**src/include/gds_cfg.svh**
```systemverilog
// constants of the gauge driver serial slave: field positions, codes, sizes
`ifndef GDS_CFG_SVH
`define GDS_CFG_SVH

`define GDS_WORD_BITS 16
`define GDS_DATA_BITS 13
`define GDS_ADDR_MSB 15
`define GDS_ADDR_LSB 13
`define GDS_NULL_BIT 12
`define GDS_REG_COUNT 6
`define GDS_REG_RESET 13'h0000
`define GDS_FIFO_DEPTH 8
`define GDS_ADDR_POWER 3'h0
`define GDS_ADDR_VELOCITY 3'h1
`define GDS_ADDR_GAUGE0 3'h2
`define GDS_ADDR_GAUGE1 3'h3
`define GDS_ADDR_RTZ 3'h4
`define GDS_ADDR_RTZ_CFG 3'h5
`define GDS_ADDR_UNUSED 3'h6
`define GDS_ADDR_TEST 3'h7

`endif

```
**src/include/gds_pkg.sv**
```systemverilog
// types of the gauge driver serial slave
`include "gds_cfg.svh"
package gds_pkg;
   typedef enum logic [2:0] {
      GDS_REG_POWER = `GDS_ADDR_POWER,
      GDS_REG_VELOCITY = `GDS_ADDR_VELOCITY,
      GDS_REG_GAUGE0 = `GDS_ADDR_GAUGE0,
      GDS_REG_GAUGE1 = `GDS_ADDR_GAUGE1,
      GDS_REG_RTZ = `GDS_ADDR_RTZ,
      GDS_REG_RTZ_CFG = `GDS_ADDR_RTZ_CFG,
      GDS_REG_UNUSED = `GDS_ADDR_UNUSED,
      GDS_REG_TEST = `GDS_ADDR_TEST
   } gds_addr_t;

   typedef enum logic [1:0] {
      GDS_LINK_IDLE = 2'b00,
      GDS_LINK_FIRST = 2'b01,
      GDS_LINK_SHIFT = 2'b10
   } gds_link_state_t;
endpackage
```
**src/core/gds_fifo.sv**
```systemverilog
// small synchronous fifo with valid/ready on both sides
`timescale 1ns/1ps
module gds_fifo #(
   parameter int WIDTH = 16,
   parameter int DEPTH = 8
) (
   // clock and reset
   input wire logic clk_sys,
   input wire logic sys_rst,
   // fill side
   input wire logic in_valid,
   output logic in_ready,
   input wire logic [WIDTH-1:0] in_data,
   // drain side
   output logic out_valid,
   input wire logic out_ready,
   output logic [WIDTH-1:0] out_data
);
   localparam int AW = $clog2(DEPTH);

   logic [WIDTH-1:0] mem [DEPTH];
   logic [AW-1:0] wr_ptr;
   logic [AW-1:0] rd_ptr;
   logic [AW:0] count;
   logic push;
   logic pop;

   // honest flags straight from the fill count
   assign in_ready = (count != (AW+1)'(DEPTH));
   assign out_valid = (count != '0);
   assign push = in_valid & in_ready;
   assign pop = out_valid & out_ready;
   assign out_data = mem[rd_ptr];

   // storage has no reset, only pointers and count need one
   always_ff @(posedge clk_sys) begin
      if (push) begin
         mem[wr_ptr] <= in_data;
      end
   end

   // pointers wrap at the depth, which need not be a power of two
   always_ff @(posedge clk_sys) begin
      if (sys_rst) begin
         wr_ptr <= '0;
         rd_ptr <= '0;
      end else begin
         if (push) begin
            wr_ptr <= (wr_ptr == AW'(DEPTH - 1)) ? '0 : wr_ptr + AW'(1);
         end
         if (pop) begin
            rd_ptr <= (rd_ptr == AW'(DEPTH - 1)) ? '0 : rd_ptr + AW'(1);
         end
      end
   end

   // fill count
   always_ff @(posedge clk_sys) begin
      if (sys_rst) begin
         count <= '0;
      end else if (push && !pop) begin
         count <= count + (AW+1)'(1);
      end else if (pop && !push) begin
         count <= count - (AW+1)'(1);
      end
   end
endmodule

```
**src/core/gds_spi_slave.sv**
```systemverilog
// serial command front end of a dual gauge stepper driver
`timescale 1ns/1ps
`include "gds_cfg.svh"
module gds_spi_slave
   import gds_pkg::*;
(
   // system clock and reset
   input wire logic clk_sys,
   input wire logic sys_rst,
   // serial pins from the master
   input wire logic cs_n,
   input wire logic sclk,
   input wire logic si,
   // serial output pin, three signals
   output logic so_out,
   output logic so_oe,
   input wire logic so_in,
   // status word from the motor logic
   input wire logic [`GDS_WORD_BITS-1:0] status_word,
   // command hand-off to the motor logic
   input wire logic cmd_accept,
   output logic frame_ready,
   output logic [`GDS_REG_COUNT-1:0] write_strobe,
   // functional registers
   output logic [`GDS_DATA_BITS-1:0] power_enable_calibration,
   output logic [`GDS_DATA_BITS-1:0] maximum_velocity,
   output logic [`GDS_DATA_BITS-1:0] gauge0_position,
   output logic [`GDS_DATA_BITS-1:0] gauge1_position,
   output logic [`GDS_DATA_BITS-1:0] return_to_zero,
   output logic [`GDS_DATA_BITS-1:0] return_to_zero_config
);

   // address field of a received word
   function automatic gds_addr_t word_addr(input logic [`GDS_WORD_BITS-1:0] w);
      word_addr = gds_addr_t'(w[`GDS_ADDR_MSB:`GDS_ADDR_LSB]);
   endfunction

   // true when the word is a null status read aimed at the power register
   function automatic logic is_null_cmd(input logic [`GDS_WORD_BITS-1:0] w);
      is_null_cmd = (word_addr(w) == GDS_REG_POWER) && w[`GDS_NULL_BIT];
   endfunction

   // synchronised pins
   logic cs_n_m;
   logic cs_n_s;
   logic cs_n_d;
   logic sclk_m;
   logic sclk_s;
   logic sclk_d;
   logic si_m;
   logic si_s;

   // link decode
   gds_link_state_t state;
   logic cs_fall;
   logic cs_rise;
   logic sclk_rise;
   logic sclk_fall;
   logic link_active;

   // shift machinery
   logic [`GDS_WORD_BITS-1:0] rx;
   logic [`GDS_WORD_BITS-1:0] tx;
   logic [3:0] bit_cnt;
   logic any_bit;
   logic frame_ok;

   // queue between the link and the register file
   logic push_valid;
   logic fifo_out_valid;
   logic [`GDS_WORD_BITS-1:0] fifo_out;
   logic pop;
   gds_addr_t pop_addr;

   // register file
   logic [`GDS_DATA_BITS-1:0] reg_file [`GDS_REG_COUNT];

   // two flops on every pin before any logic looks at it
   always_ff @(posedge clk_sys) begin
      if (sys_rst) begin
         cs_n_m <= 1'b1;
         cs_n_s <= 1'b1;
         sclk_m <= 1'b0;
         sclk_s <= 1'b0;
         si_m <= 1'b0;
         si_s <= 1'b0;
      end else begin
         cs_n_m <= cs_n;
         cs_n_s <= cs_n_m;
         sclk_m <= sclk;
         sclk_s <= sclk_m;
         si_m <= si;
         si_s <= si_m;
      end
   end

   // third stage, for edge finding only
   always_ff @(posedge clk_sys) begin
      if (sys_rst) begin
         cs_n_d <= 1'b1;
         sclk_d <= 1'b0;
      end else begin
         cs_n_d <= cs_n_s;
         sclk_d <= sclk_s;
      end
   end

   // edges; clock edges only count inside a frame
   assign cs_fall = !cs_n_s && cs_n_d;
   assign cs_rise = cs_n_s && !cs_n_d;
   assign link_active = (state != GDS_LINK_IDLE);
   assign sclk_rise = sclk_s && !sclk_d && link_active;
   assign sclk_fall = !sclk_s && sclk_d && link_active;

   // frame sequencer: idle, waiting for first rise, shifting
   always_ff @(posedge clk_sys) begin
      if (sys_rst) begin
         state <= GDS_LINK_IDLE;
      end else begin
         case (state)
            GDS_LINK_IDLE: begin
               if (cs_fall) begin
                  state <= GDS_LINK_FIRST;
               end
            end
            GDS_LINK_FIRST: begin
               if (cs_rise) begin
                  state <= GDS_LINK_IDLE;
               end else if (sclk_rise) begin
                  state <= GDS_LINK_SHIFT;
               end
            end
            GDS_LINK_SHIFT: begin
               if (cs_rise) begin
                  state <= GDS_LINK_IDLE;
               end
            end
            default: begin
               state <= GDS_LINK_IDLE;
            end
         endcase
      end
   end

   // input shift register, msb arrives first
   always_ff @(posedge clk_sys) begin
      if (sys_rst) begin
         rx <= '0;
      end else if (sclk_fall) begin
         rx <= {rx[`GDS_WORD_BITS-2:0], si_s};
      end
   end

   // bit count modulo 16; a nonzero flag tells empty frames from full ones
   always_ff @(posedge clk_sys) begin
      if (sys_rst) begin
         bit_cnt <= 4'h0;
         any_bit <= 1'b0;
      end else if (cs_fall) begin
         bit_cnt <= 4'h0;
         any_bit <= 1'b0;
      end else if (sclk_fall) begin
         bit_cnt <= bit_cnt + 4'h1;
         any_bit <= 1'b1;
      end
   end

   // the last 16 bits are ours; earlier ones belonged to chained parts
   assign frame_ok = any_bit && (bit_cnt == 4'h0);

   // output shift register: status on first rise, then the received bits
   always_ff @(posedge clk_sys) begin
      if (sys_rst) begin
         tx <= '0;
      end else if (sclk_rise) begin
         if (state == GDS_LINK_FIRST) begin
            tx <= status_word;
         end else begin
            tx <= {tx[`GDS_WORD_BITS-2:0], rx[0]};
         end
      end
   end

   // pin data changes only on rising serial clock
   always_ff @(posedge clk_sys) begin
      if (sys_rst) begin
         so_out <= 1'b0;
      end else if (sclk_rise) begin
         if (state == GDS_LINK_FIRST) begin
            so_out <= status_word[`GDS_WORD_BITS-1];
         end else begin
            so_out <= tx[`GDS_WORD_BITS-2];
         end
      end
   end

   // driver follows the synchronised select; it lags the pin by three clocks
   always_ff @(posedge clk_sys) begin
      if (sys_rst) begin
         so_oe <= 1'b0;
      end else begin
         so_oe <= !cs_n_s;
      end
   end

   // a whole frame is queued at select rise; if full, the frame is lost
   assign push_valid = cs_rise && frame_ok;

   gds_fifo #(
      .WIDTH(`GDS_WORD_BITS),
      .DEPTH(`GDS_FIFO_DEPTH)
   ) u_cmd_fifo (
      .clk_sys(clk_sys),
      .sys_rst(sys_rst),
      .in_valid(push_valid),
      .in_ready(frame_ready),
      .in_data(rx),
      .out_valid(fifo_out_valid),
      .out_ready(cmd_accept),
      .out_data(fifo_out)
   );

   // the motor logic paces the writes; it can hold queued commands back
   assign pop = fifo_out_valid && cmd_accept;
   assign pop_addr = word_addr(fifo_out);

   // one register per code; codes 6 and 7 have no slot and write nothing
   generate
      for (genvar i = 0; i < `GDS_REG_COUNT; i++) begin : g_reg
         always_ff @(posedge clk_sys) begin
            if (sys_rst) begin
               reg_file[i] <= `GDS_REG_RESET;
            end else if (pop && (pop_addr == gds_addr_t'(i)) && !is_null_cmd(fifo_out)) begin
               reg_file[i] <= fifo_out[`GDS_DATA_BITS-1:0];
            end
         end

         // one-cycle notice to the motor logic that a register changed
         always_ff @(posedge clk_sys) begin
            if (sys_rst) begin
               write_strobe[i] <= 1'b0;
            end else begin
               write_strobe[i] <= pop && (pop_addr == gds_addr_t'(i))
                  && !is_null_cmd(fifo_out);
            end
         end
      end
   endgenerate

   // fixed order of the register outputs
   assign power_enable_calibration = reg_file[GDS_REG_POWER];
   assign maximum_velocity = reg_file[GDS_REG_VELOCITY];
   assign gauge0_position = reg_file[GDS_REG_GAUGE0];
   assign gauge1_position = reg_file[GDS_REG_GAUGE1];
   assign return_to_zero = reg_file[GDS_REG_RTZ];
   assign return_to_zero_config = reg_file[GDS_REG_RTZ_CFG];

   // own tally of falling clocks per frame, kept apart from bit_cnt so the checks can catch it
   logic [3:0] chk_bits;
   logic chk_seen;
   always_ff @(posedge clk_sys) begin
      if (sys_rst || cs_fall) begin
         chk_bits <= 4'h0;
         chk_seen <= 1'b0;
      end else if (!sclk_s && sclk_d && !cs_n_s) begin
         chk_bits <= chk_bits + 4'h1;
         chk_seen <= 1'b1;
      end
   end

   // checks on the link side

   drive_window_a: assert property (@(posedge clk_sys) disable iff (sys_rst)
      cs_n_s |=> !so_oe)
      else $error("serial output driven while select is high");

   idle_quiet_a: assert property (@(posedge clk_sys) disable iff (sys_rst)
      (state == GDS_LINK_IDLE) && !cs_fall |=> $stable(rx) && $stable(bit_cnt))
      else $error("shift register moved outside a frame");

   input_sample_a: assert property (@(posedge clk_sys) disable iff (sys_rst)
      sclk_fall |=> (rx[0] == $past(si_s)) && (rx[15:1] == $past(rx[14:0])))
      else $error("input bit not taken on falling clock");

   output_edge_a: assert property (@(posedge clk_sys) disable iff (sys_rst)
      $changed(so_out) |-> $past(sclk_rise))
      else $error("serial output changed away from a rising clock");

   status_first_a: assert property (@(posedge clk_sys) disable iff (sys_rst)
      (state == GDS_LINK_FIRST) && sclk_rise |=> (tx == $past(status_word))
         && (so_out == $past(status_word[15])))
      else $error("status word not loaded on first rising clock");

   echo_order_a: assert property (@(posedge clk_sys) disable iff (sys_rst)
      (state == GDS_LINK_SHIFT) && sclk_rise |=> (tx[0] == $past(rx[0]))
         && (so_out == $past(tx[14])))
      else $error("received bit not echoed in arrival order");

   short_frame_a: assert property (@(posedge clk_sys) disable iff (sys_rst)
      cs_rise && ((chk_bits != 4'h0) || !chk_seen) |-> !push_valid)
      else $error("partial frame was queued");

   whole_frame_a: assert property (@(posedge clk_sys) disable iff (sys_rst)
      cs_rise && chk_seen && (chk_bits == 4'h0) |-> push_valid)
      else $error("whole frame was not offered to the queue");

   latch_on_rise_a: assert property (@(posedge clk_sys) disable iff (sys_rst)
      push_valid |-> cs_rise && frame_ok && (state != GDS_LINK_IDLE))
      else $error("frame queued without select rise");

   select_sync_a: assert property (@(posedge clk_sys) disable iff (sys_rst)
      $rose(cs_n) ##1 cs_n |=> cs_rise)
      else $error("select rise not seen two clocks later");

   // checks on the register side

   gauge0_write_a: assert property (@(posedge clk_sys) disable iff (sys_rst)
      pop && (fifo_out[15:13] == 3'h2) |=> write_strobe[2]
         && (gauge0_position == $past(fifo_out[12:0])))
      else $error("gauge 0 position not written from its code");

   spare_code_a: assert property (@(posedge clk_sys) disable iff (sys_rst)
      pop && (fifo_out[15:14] == 2'b11) |=> (write_strobe == '0)
         && $stable(power_enable_calibration) && $stable(gauge1_position))
      else $error("spare code changed a register");

   null_read_a: assert property (@(posedge clk_sys) disable iff (sys_rst)
      pop && (fifo_out[15:12] == 4'h1) |=> !write_strobe[0]
         && $stable(power_enable_calibration))
      else $error("null command altered the power register");

endmodule

```
**config.mk**
```make
export PLATFORM = sky130hd
export DESIGN_NAME = gds_spi_slave
export DESIGN_NICKNAME = d
export VERILOG_FILES = /design/src/include/gds_pkg.sv /design/src/core/gds_fifo.sv /design/src/core/gds_spi_slave.sv
export VERILOG_INCLUDE_DIRS = /design/src /design/src/include
export SDC_FILE = /design/constraint.sdc
export NUM_CORES = 1
export LEC_CHECK = 0
export BUFFER_PORTS_ARGS = -buffer_cell sky130_fd_sc_hd__buf_2
export CORE_UTILIZATION = 40
export CTS_CLUSTER_DIAMETER = 80
export DETAILED_ROUTE_END_ITERATION = 8
export PLACE_DENSITY = 0.59
export SLEW_MARGIN = 25
export SYNTH_ARGS = -nofsm -noshare
export SYNTH_HDL_FRONTEND = slang
export SYNTH_SLANG_ARGS = --single-unit
```
**constraint.sdc**
```tcl
create_clock -name clk_sys -period 4.65 [get_ports clk_sys]
set_input_delay 0.93 -clock clk_sys [delete_from_list [all_inputs] [get_ports clk_sys]]
set_output_delay 0.93 -clock clk_sys [all_outputs]
set_load 0.01 [all_outputs]
```
==> results of run 1 <==
## flip-flops by register name (all words and copies together) (netlist names), 2 cells and up, named ones only
name	flops
u_cmd_fifo.mem	128
reg_file	78
rx	16
bit_cnt	4
u_cmd_fifo.wr_ptr	3
state	2
u_cmd_fifo.rd_ptr	3
write_strobe	6
tx	15
u_cmd_fifo.count	4
## cell usage after synthesis (2+ instances only)
cell type	count
mux2i_1	34
nor2b_1	10
ha_1	9
buf_6	5
xnor2_1	3
o21bai_1	4
or2_2	2
or3_1	3
nor2_1	109
nor4b_1	2
buf_4	2
edfxtp_1	206
nor3_1	7
nand2b_1	4
nand3_1	2
dfxtp_1	67
nor4_1	3
inv_1	13
nand2b_4	2
buf_2	8
mux4_2	30
xor2_1	3
nor3b_1	2
mux2i_4	2
a21oi_1	27
clkbuf_1	17
nand2_1	45
a211oi_1	16
## layer usage
layer  global-route usage  wire length [um]  up-vias
li1                     -                 -     2654
met1                0.184              8440     2731
met2                0.281             10100      149
met3               0.0243              1010       19
met4               0.0347               248        0
met5                    0                 0        -
## critical path, stage by stage, from the launching register on
cell and delay (ns):
dfxtp_1 0.35, inv_1 0.07, ha_1 0.13, nor4bb_1 0.30, nand3_1 0.38, inv_1 0.25, ha_1 0.21, inv_1 0.10
ha_1 0.30, a21o_1 0.17, a21oi_1 0.19, xnor2_1 0.10, or3_1 0.30, a21oi_1 0.14
## stage by stage
stage                util  worst slack, ns  instance area [sq um]  hold slack, ns  std cells
detailed placement  0.447             1.59                  11200           0.399       1076
finish              0.481             1.58                  12100           0.421       1124
CTS                 0.479             1.57                  12100           0.424       1122
floorplan               -             1.40                  10300           0.389        656
global route        0.481             1.33                  12100           0.432       1124
global placement    0.445             1.45                  11200           0.412       1074
## cell families (layout without fill, tap and decap cells)
| family | count (synthesis) | after routing | share of synthesized area |
|---|---|---|---|
| AOI/OAI and AO/OA | 56 | 56 | 0.0355 |
| xor gates and xnor gates | 6 | 6 | 0.00512 |
| adders and majority gates | 10 | 10 | 0.0129 |
| buffers and inverters | 45 | 183 | 0.0218 |
| DFF | 273 | 273 | 0.733 |
| muxes | 68 | 68 | 0.106 |
| other | 1 | 1 | 0.000365 |
| and+or+nand+nor | 197 | 197 | 0.0851 |
## area by class of cell
cell class / count / area [sq um] / share of cell area
inverter: 13 / 48.8 / 0.00403
tap: 330 / 413 / 0.0341
sequential: 273 / 7530 / 0.622
clock buffer: 34 / 721 / 0.0596
multi-input combinational: 338 / 2620 / 0.216
timing repair buffer: 124 / 687 / 0.0568
clock inverter: 12 / 86.3 / 0.00713
## placed cells by master (no fill, tap or decap), types with 3 or more instances in the layout
master	n
buf_2	108
clkinv_2	8
ha_1	9
xor2_1	3
xnor2_1	3
nor2b_1	9
inv_1	13
buf_4	12
mux4_2	30
a21oi_1	27
nor3_1	4
buf_8	3
dfxtp_1	65
nor2_1	107
nand2b_1	4
or3_1	3
o21bai_1	4
nand2_1	45
edfxtp_1	206
a211oi_1	16
clkbuf_8	4
clkbuf_1	4
clkbuf_16	26
mux2i_1	34
## power breakdown
part / switching [mW] / internal, mW / total, mW
logic: 0.388 / 0.331 / 0.720
clock network: 0.835 / 1.14 / 1.98
registers: 0.108 / 2.71 / 2.81
total: 1.33 / 4.18 / 5.51
## path summary, 6_finish.rpt
path | endpoint | startpoint | slack [ns] | cells after the start
worst max-delay path | u_cmd_fifo.count[3]$_SDFFE_PP0P_ | bit_cnt[0]$_SDFFE_PP0P_ | 1.58 | 13
worst min register to register | cs_n_s$_SDFF_PP1_ | cs_n_m$_SDFF_PP1_ | 0.42 | 1
worst min-delay path | cs_n_s$_SDFF_PP1_ | cs_n_m$_SDFF_PP1_ | 0.42 | 1
worst max register to register | u_cmd_fifo.count[3]$_SDFFE_PP0P_ | bit_cnt[0]$_SDFFE_PP0P_ | 1.58 | 13
==> summary.md, run 1 <==
| Metric | Value |
|---|---|
| CTS sink count | 273 |
| Initial antenna violation count | 0 |
| Cell row count | 58 |
| Setup tns final | 0 ns |
| I/O Pins | 110 |
| Least-Margin Pin Slew | 0.902 ns |
| H-tree depth | 1 |
| Detailed Routing Iterations Pass 1 | 5 |
| Pins Over Slew Limit | 0 |
| Initial Util | 0.408 |
| Ys flop type | edfxtp_1 |
| CTS Hold Buffers Added | 0 |
| Layout cells sized above 1 | 0.277 |
| Leak | 4.35 nW |
| CTS tree | yes |
| Worst-skew pair later-pin latency | 0.52 ns |
| Wire per inst | 17.6 um |
| Most area-hungry cell type in the Yosys netlist | edfxtp_1 |
| Root buf cell | clkbuf_16 |
| Antenna cell count | 0 |
| Critical path capture point type | flip-flop |
| Post-CTS Setup Repair Bufs | 0 |
| Grt ovf | 0 |
| Hold crit path type | reg2reg |
| Post-Syn Area | 0.0103 sq mm |
| Rel. slew slack | 0.381 |
| Vias per std cell | 4.94 |
| CP Launch Type | flip-flop |
| Via count | 5553 |
| Total CTS buffers | 25 |
| WP data arrival | 3.50 ns |
| P&R area growth vs syn | 17.9% |
| Post-Syn Nets | 689 |
| Pin count of the biggest net entering global routing | 60 |
| Global Route Usage Sum | 0.152 |
| Die ar. | 0.0263 sq mm |
| Syn_area_per_cell | 15.6 sq um |
| RSZ-0062 raised after global routing | false |
| Peak Freq | 0.326 GHz |
| Maxcap violations | 0 |
| Core area | 0.0252 sq mm |
| First-pass GRT wire length | 30400 um |
| Synth Register Bits | 273 |
| Outcome | completed |
| Vias in the first global route | 5517 |
| Chip Height | 162 um |
| Worst Path Required | 5.08 ns |
| Power per cell area | 455 mW/mm^2 |
| RD Place Congestion | 0.770 |
| Final clock skew | 0.0223 ns |
| CTS Buffer Depth | 3 |
| I/O Buffers | 108 |
| VDD IR max | 0.000275 V |
| Number of flops mapped to enable cells by yosys | 206 |
| # nets final | 808 |
| Post-layout min period | 3.07 ns |
| Initial DRC count | 387 |
| Top cell type's share of synthesized area | 0.603 |
| WS Path Type | reg2reg |
| Final Setup Violations | 0 |
| Cell variety after synth | 47 |
| Drt drc | 0 |
| Die width | 162 um |
| Total power | 5.51 mW |
| Asr flop ratio synth | 0 |
| Seq/Total Area, Yosys | 0.733 |
| Dpl hpwl | 12800 um |
| Final wirelength | 19800 um |
| Worst-path clk slew | 0.06 ns |
| Fillers | 2109 |
| Hold Vio Cnt, Final | 0 |
| Routed Antenna Nets | 0 |
| Synth warn | 0 |
| Resize count post-CTS | 0 |
| Post-Syn Instances | 656 |
| Area contributors post-synth | edfxtp_1, dfxtp_1, mux4_2 |
| Critical path fanouts, max | 9 |
| Final period util | 0.660 |
Power figures use the tool's default switching activity.
==> run 2, diff against run 1 <==
- PLACE_DENSITY: 0.59 -> 0.61
- clock period: 4.65 -> 2.5 ns (I/O delays scaled with it)
==> run 2 against run 1 <==
  * Critical path depth fell by 7
  * Die area did not move
  * Setup slack got worse by 1.5 ns
  * Non-clock buffer count rose by 30
  * Total power rose by 96%
  * Via count rose by 2.2%
  * Clock power rose by 100%
  * Flip-flop and latch count did not move
  * Final cell count rose by 3.0%
  * Largest cell class unchanged
  * Largest power group unchanged
==> summary.md, run 2 (synthesis gave the netlist of run 1 again) <==
| Metric | Value |
|---|---|
| Final Setup Violations | 0 |
| Post-layout min period | 2.39 ns |
| Worst-skew pair later-pin latency | 0.54 ns |
| Rel. slew slack | 0.508 |
| Initial DRC count | 495 |
| Vias per std cell | 4.90 |
| First-pass GRT wire length | 31200 um |
| WS Path Type | reg2reg |
| Fillers | 2103 |
| Antenna cell count | 0 |
| H-tree depth | 1 |
| WHS | 0.177 ns |
| I/O Buffers | 108 |
| Power per cell area | 866 mW/mm^2 |
| CTS Buffer Depth | 3 |
| Max reg flops | 128 |
| Area after DPL | 0.0115 sq mm |
| Outcome | completed |
| RD Place Congestion | 0.739 |
| CTS sink count | 273 |
| Non-Filler Instances | 1158 |
| Initial antenna violation count | 0 |
| Detailed Routing Iterations Pass 1 | 4 |
| Wire per inst | 17.3 um |
| Final clock skew | 0.0155 ns |
| Peak Freq | 0.419 GHz |
| Initial Util | 0.408 |
| Final Util | 0.494 |
| Leak | 4.53 nW |
| Dpl hpwl | 13000 um |
| Dpl ws | 0.0855 ns |
| Final period util | 0.955 |
| Pin count of the biggest net entering global routing | 43 |
| Post-layout worst setup margin | 0.112 ns |
| Largest register by flop count | u_cmd_fifo.mem |
| Drt drc | 0 |
| Global Route Usage Sum | 0.155 |
| Final Cell Area | 0.0124 sq mm |
| Least-Margin Pin Slew | 0.738 ns |
| Layout cells sized above 1 | 0.310 |
| # nets final | 841 |
| Commonest non-fill, non-tap cell in the layout | edfxtp_1 |
| Cell row count | 58 |
| CP Launch Type | flip-flop |
| Total CTS buffers | 28 |
| CTS tree | yes |
| Root buf cell | clkbuf_16 |
| Critical path capture point type | flip-flop |
| Die ar. | 0.0263 sq mm |
| RSZ-0062 raised after global routing | true |
| Biggest registers after layout | u_cmd_fifo.mem x128, reg_file x78, rx x16 |
| Post-CTS Setup Repair Bufs | 0 |
| P&R area growth vs syn | 21.2% |
| Commonest non-fill, non-tap cells in the layout | edfxtp_1, nor2_1, buf_2 |
| VDD IR max | 0.000494 V |
| Core area | 0.0252 sq mm |
| Hold crit path type | in2reg |
| Hold Vio Cnt, Final | 0 |
| WP data arrival | 2.76 ns |
| Via count | 5674 |
| Maxcap violations | 0 |
| Vias in the first global route | 5529 |
| Worst-path clk slew | 0.06 ns |
| Routed Antenna Nets | 0 |
| Final wirelength | 20000 um |
| Grt ovf | 0 |
| Critical path fanouts, max | 14 |
| Worst Path Required | 2.87 ns |
| Chip Height | 162 um |
| DP Cell Count | 1108 |
| Die width | 162 um |
| Pins Over Slew Limit | 0 |
| I/O Pins | 110 |
==> run 2: cell types whose count changed in the layout (fill, tap and decap cells not counted), sizes merged <==
cell      delta
buf         +30
inv          -1
clkinvlp     +3
clkbuf       +3
clkinv       -1
==> run 2: worst paths after layout <==
kind | endpoint | cells past startpoint | from | slack, ns
max | reg_file[0][4]$_SDFFCE_PN0P_ | 6 | flip-flop | 0.11
min | si_m$_SDFF_PP0_ | 2 | si | 0.18
max reg2reg | reg_file[0][4]$_SDFFCE_PN0P_ | 6 | flip-flop | 0.11
min reg2reg | cs_n_s$_SDFF_PP1_ | 1 | cs_n_m$_SDFF_PP1_ | 0.41
==> run 2: stage by stage <==
stage	power, mW	TNS (ns)
6_report	10.8	0
5_1_grt	11.2	-0.502
4_1_cts	10.9	0
3_5_place_dp	6.88	0
3_3_place_gp	6.87	0
2_1_floorplan	6.29	0
==> run 2: timing repair <==
item / in CTS / in global routing
hold buffers: 0 / 0
endpoints found under the hold margin: 0 / 0
gates resized for setup: 0 / 6
setup endpoints to repair: 0 / 24
==> run 2: critical path: stages, from the launching register on <==
cell and delay, ns:
dfxtp_1 0.44, buf_4 0.29, mux4_2 0.36, mux2i_4 0.28
and2b_2 0.26, nand4_2 0.37, nor2_1 0.22
==> run 2: area by class of cell <==
class / count / area (sq um) / area share
Sequential cell: 273 / 7530 / 0.605
Multi-Input combinational cell: 338 / 2640 / 0.212
Timing Repair Buffer: 154 / 911 / 0.0732
Clock buffer: 37 / 796 / 0.0639
Tap cell: 330 / 413 / 0.0332
Clock inverter: 13 / 108 / 0.00865
Inverter: 13 / 48.8 / 0.00392
==> run 2: routing by layer <==
metal	track usage	wire length, um	vias to the layer above
li1	-	-	2722
met1	0.205	8800	2755
met2	0.266	9910	166
met3	0.0217	927	31
met4	0.0463	371	0
met5	0	0	-
==> run 2: where the power goes <==
group	total [mW]	internal (mW)	switching (mW)
clock network	4.00	2.34	1.66
logic	1.61	0.759	0.855
registers	5.16	5.03	0.126
total	10.8	8.13	2.64
==> run 3, diff against run 2 <==
- PLACE_DENSITY: 0.61 -> 0.59
- clock period: 2.5 -> 2.66 ns (I/O delays scaled with it)
==> run 3 against run 2 <==
  * Clock-buffer cell count unchanged
  * Clock power decreased by 9.0%
  * Flip-flop and latch count unchanged
  * Combinational power decreased by 11%
  * Routed wire length increased by 1.4%
  * Global-route usage increased by 0.13 points
  * Via count about the same
  * Core utilization decreased by 0.61 points
  * Critical path depth unchanged
  * Non-clock buffer count decreased by 5
  * Final cell count decreased by 0.60%
  * Critical endpoint is now reg_file[0][1]$_SDFFCE_PN0P_
  * Largest power group unchanged
  * Highest routed layer unchanged
==> summary.md, run 3 (synthesis gave the netlist of run 1 again) <==
| Metric | Value |
|---|---|
| First-pass GRT wire length | 31800 um |
| CTS tree | yes |
| Fillers | 2069 |
| Share of total power in sequential cells | 0.488 |
| Grt peak-use layer | met2 |
| Met2 GRT Util | 0.278 |
| Power per cell area | 808 mW/mm^2 |
| Chip Height | 162 um |
| Dpl hpwl | 13300 um |
| RD Place Congestion | 0.781 |
| Global routing usage on met1 | 0.200 |
| CP Launch Type | flip-flop |
| DP Cell Count | 1102 |
| Worst-path clk slew | 0.06 ns |
| RSZ-0062 raised after global routing | false |
| Gate power share | 0.145 |
| Hold path start | cs_n |
| Largest stage delay, worst path | 0.51 ns |
| Leak | 4.49 nW |
| Crit-path leading delay family | simple AND/OR/NAND/NOR gates |
| WP data arrival | 2.83 ns |
| Final period util | 0.931 |
| Hold endpoint | cs_n_m$_SDFF_PP1_ |
| Flop-to-flop setup slack | 0.18 ns |
| Hold Vio Cnt, Final | 0 |
| Hold crit path type | in2reg |
| Antenna cell count | 0 |
| Rel. slew slack | 0.486 |
| Die width | 162 um |
| Detailed Routing Iterations Pass 1 | 5 |
| WHS | 0.223 ns |
| P&R area growth vs syn | 19.7% |
| CTS Hold Buffers Added | 0 |
| Int Pwr | 7.55 mW |
| Sw Share | 0.240 |
| Vias in the first global route | 5766 |
| I/O Pins | 110 |
| Worst-skew pair later-pin latency | 0.52 ns |
| Clock Power Share | 0.367 |
| WS Path Type | reg2reg |
| Total CTS buffers | 27 |
| CTS sink count | 273 |
| Psw | 2.38 mW |
| Layout cells sized above 1 | 0.302 |
| Core area | 0.0252 sq mm |
| Slowest CP cell | dfxtp_1 |
| CTS Buffer Depth | 3 |
| Peak Freq | 0.404 GHz |
| Commonest non-fill, non-tap cells in the layout | edfxtp_1, nor2_1, buf_2 |
| Post-layout min period | 2.48 ns |
| H-tree depth | 1 |
| Commonest non-fill, non-tap cell in the layout | edfxtp_1 |
| Final Setup Violations | 0 |
| Dpl ws | -0.0268 ns |
| Met3 GRT Util | 0.0220 |
| Post-layout worst setup margin | 0.183 ns |
| Initial Util | 0.408 |
| # nets final | 835 |
| Hold Path Stages | 2 |
| Drt drc | 0 |
| Critical path capture point type | flip-flop |
| Final wirelength | 20300 um |
| CP cell instances | buf_4, mux4_2, mux2i_4, and2b_2, nand4_2, nor2_1 |
| Non-Filler Instances | 1151 |
| Die ar. | 0.0263 sq mm |
| Buffers & Inverters on Critical Path | 1 |
| Pin count of the biggest net entering global routing | 46 |
| Final Util | 0.488 |
| Global Route Usage Sum | 0.156 |
| Least-Margin Pin Slew | 0.771 ns |
| Maxcap violations | 0 |
| Worst R2R Path Depth | 6 |
| Routed Antenna Nets | 0 |
| Reg-to-reg critical path endpoint | reg_file[0][1]$_SDFFCE_PN0P_ |
| I/O Buffers | 108 |
| Grt ovf | 0 |
| Pins Over Slew Limit | 0 |
| Wire per inst | 17.6 um |
| Initial antenna violation count | 0 |
| Critical path fanouts, max | 16 |
| Root buf cell | clkbuf_16 |
| Max reg flops | 128 |
| Via count | 5669 |
| Outcome | completed |
| Biggest registers after layout | u_cmd_fifo.mem x128, reg_file x78, rx x16 |
| Worst Path Required | 3.01 ns |
| Largest register by flop count | u_cmd_fifo.mem |
| Cell row count | 58 |
| Final clock skew | 0.0204 ns |
| Vias per std cell | 4.93 |
| VDD IR max | 0.000545 V |
| Initial DRC count | 343 |
-- run 3: cell types whose count changed in the layout (fill, tap and decap cells not counted), sizes merged --
cell and delta:
buf -5, clkinv +1, clkinvlp -3
-- run 3: worst max path at each step --
stage | end | slack, ns | from | cells after the start
2_1_floorplan | u_cmd_fifo.mem[6][0]$_DFFE_PP_ | -0.005 | bit_cnt[0]$_SDFFE_PP0P_ | 5
3_3_place_gp | u_cmd_fifo.count[3]$_SDFFE_PP0P_ | 0.10 | bit_cnt[0]$_SDFFE_PP0P_ | 13
3_5_place_dp | u_cmd_fifo.count[3]$_SDFFE_PP0P_ | -0.03 | bit_cnt[0]$_SDFFE_PP0P_ | 13
4_1_cts | u_cmd_fifo.count[3]$_SDFFE_PP0P_ | 0.008 | bit_cnt[0]$_SDFFE_PP0P_ | 13
5_1_grt | u_cmd_fifo.count[3]$_SDFFE_PP0P_ | 0.003 | bit_cnt[1]$_SDFFE_PP0P_ | 13
6_report | reg_file[0][1]$_SDFFCE_PN0P_ | 0.18 | flip-flop | 6
-- run 3: layer usage --
| layer | share of wire | routed length, um |
|---|---|---|
| met5 | 0 | 0 |
| met4 | 0.018 | 357 |
| met3 | 0.047 | 956 |
| met2 | 0.50 | 10200 |
| met1 | 0.43 | 8790 |
-- run 3: metrics by stage --
| stage | area [sq um] | setup TNS [ns] | total power, mW |
|---|---|---|---|
| finish | 12300 | 0 | 9.93 |
| global route | 12300 | 0 | 10.3 |
| CTS | 12300 | 0 | 10.0 |
| detailed placement | 11400 | -0.0268 | 6.39 |
| global placement | 11400 | 0 | 6.34 |
| floorplan | 10300 | -0.0803 | 5.90 |
-- run 3: final cells by class --
class	instances	area [sq um]	share of cell area
flip-flops and latches	273	7530	0.613
multi-input cells	338	2590	0.211
repair buffers	149	848	0.0690
clock buffers	37	786	0.0639
well taps	330	413	0.0336
clock inverters	11	77.6	0.00631
inverters	13	48.8	0.00397
-- run 3: power groups by stage --
stage	registers (mW)	clock network, mW	logic (mW)
2_1_floorplan	4.95	0	0.945
3_3_place_gp	4.93	0	1.41
3_5_place_dp	4.94	0	1.44
4_1_cts	4.85	3.71	1.46
5_1_grt	4.87	3.88	1.56
6_report	4.85	3.64	1.44
-- run 3: timing repair --
action | CTS | global route
resized for setup | 2 | 6
buffers inserted | 0 | 1
cloned | 0 | 0
setup endpoints to repair | 1 | 1
pin swaps | 0 | 2
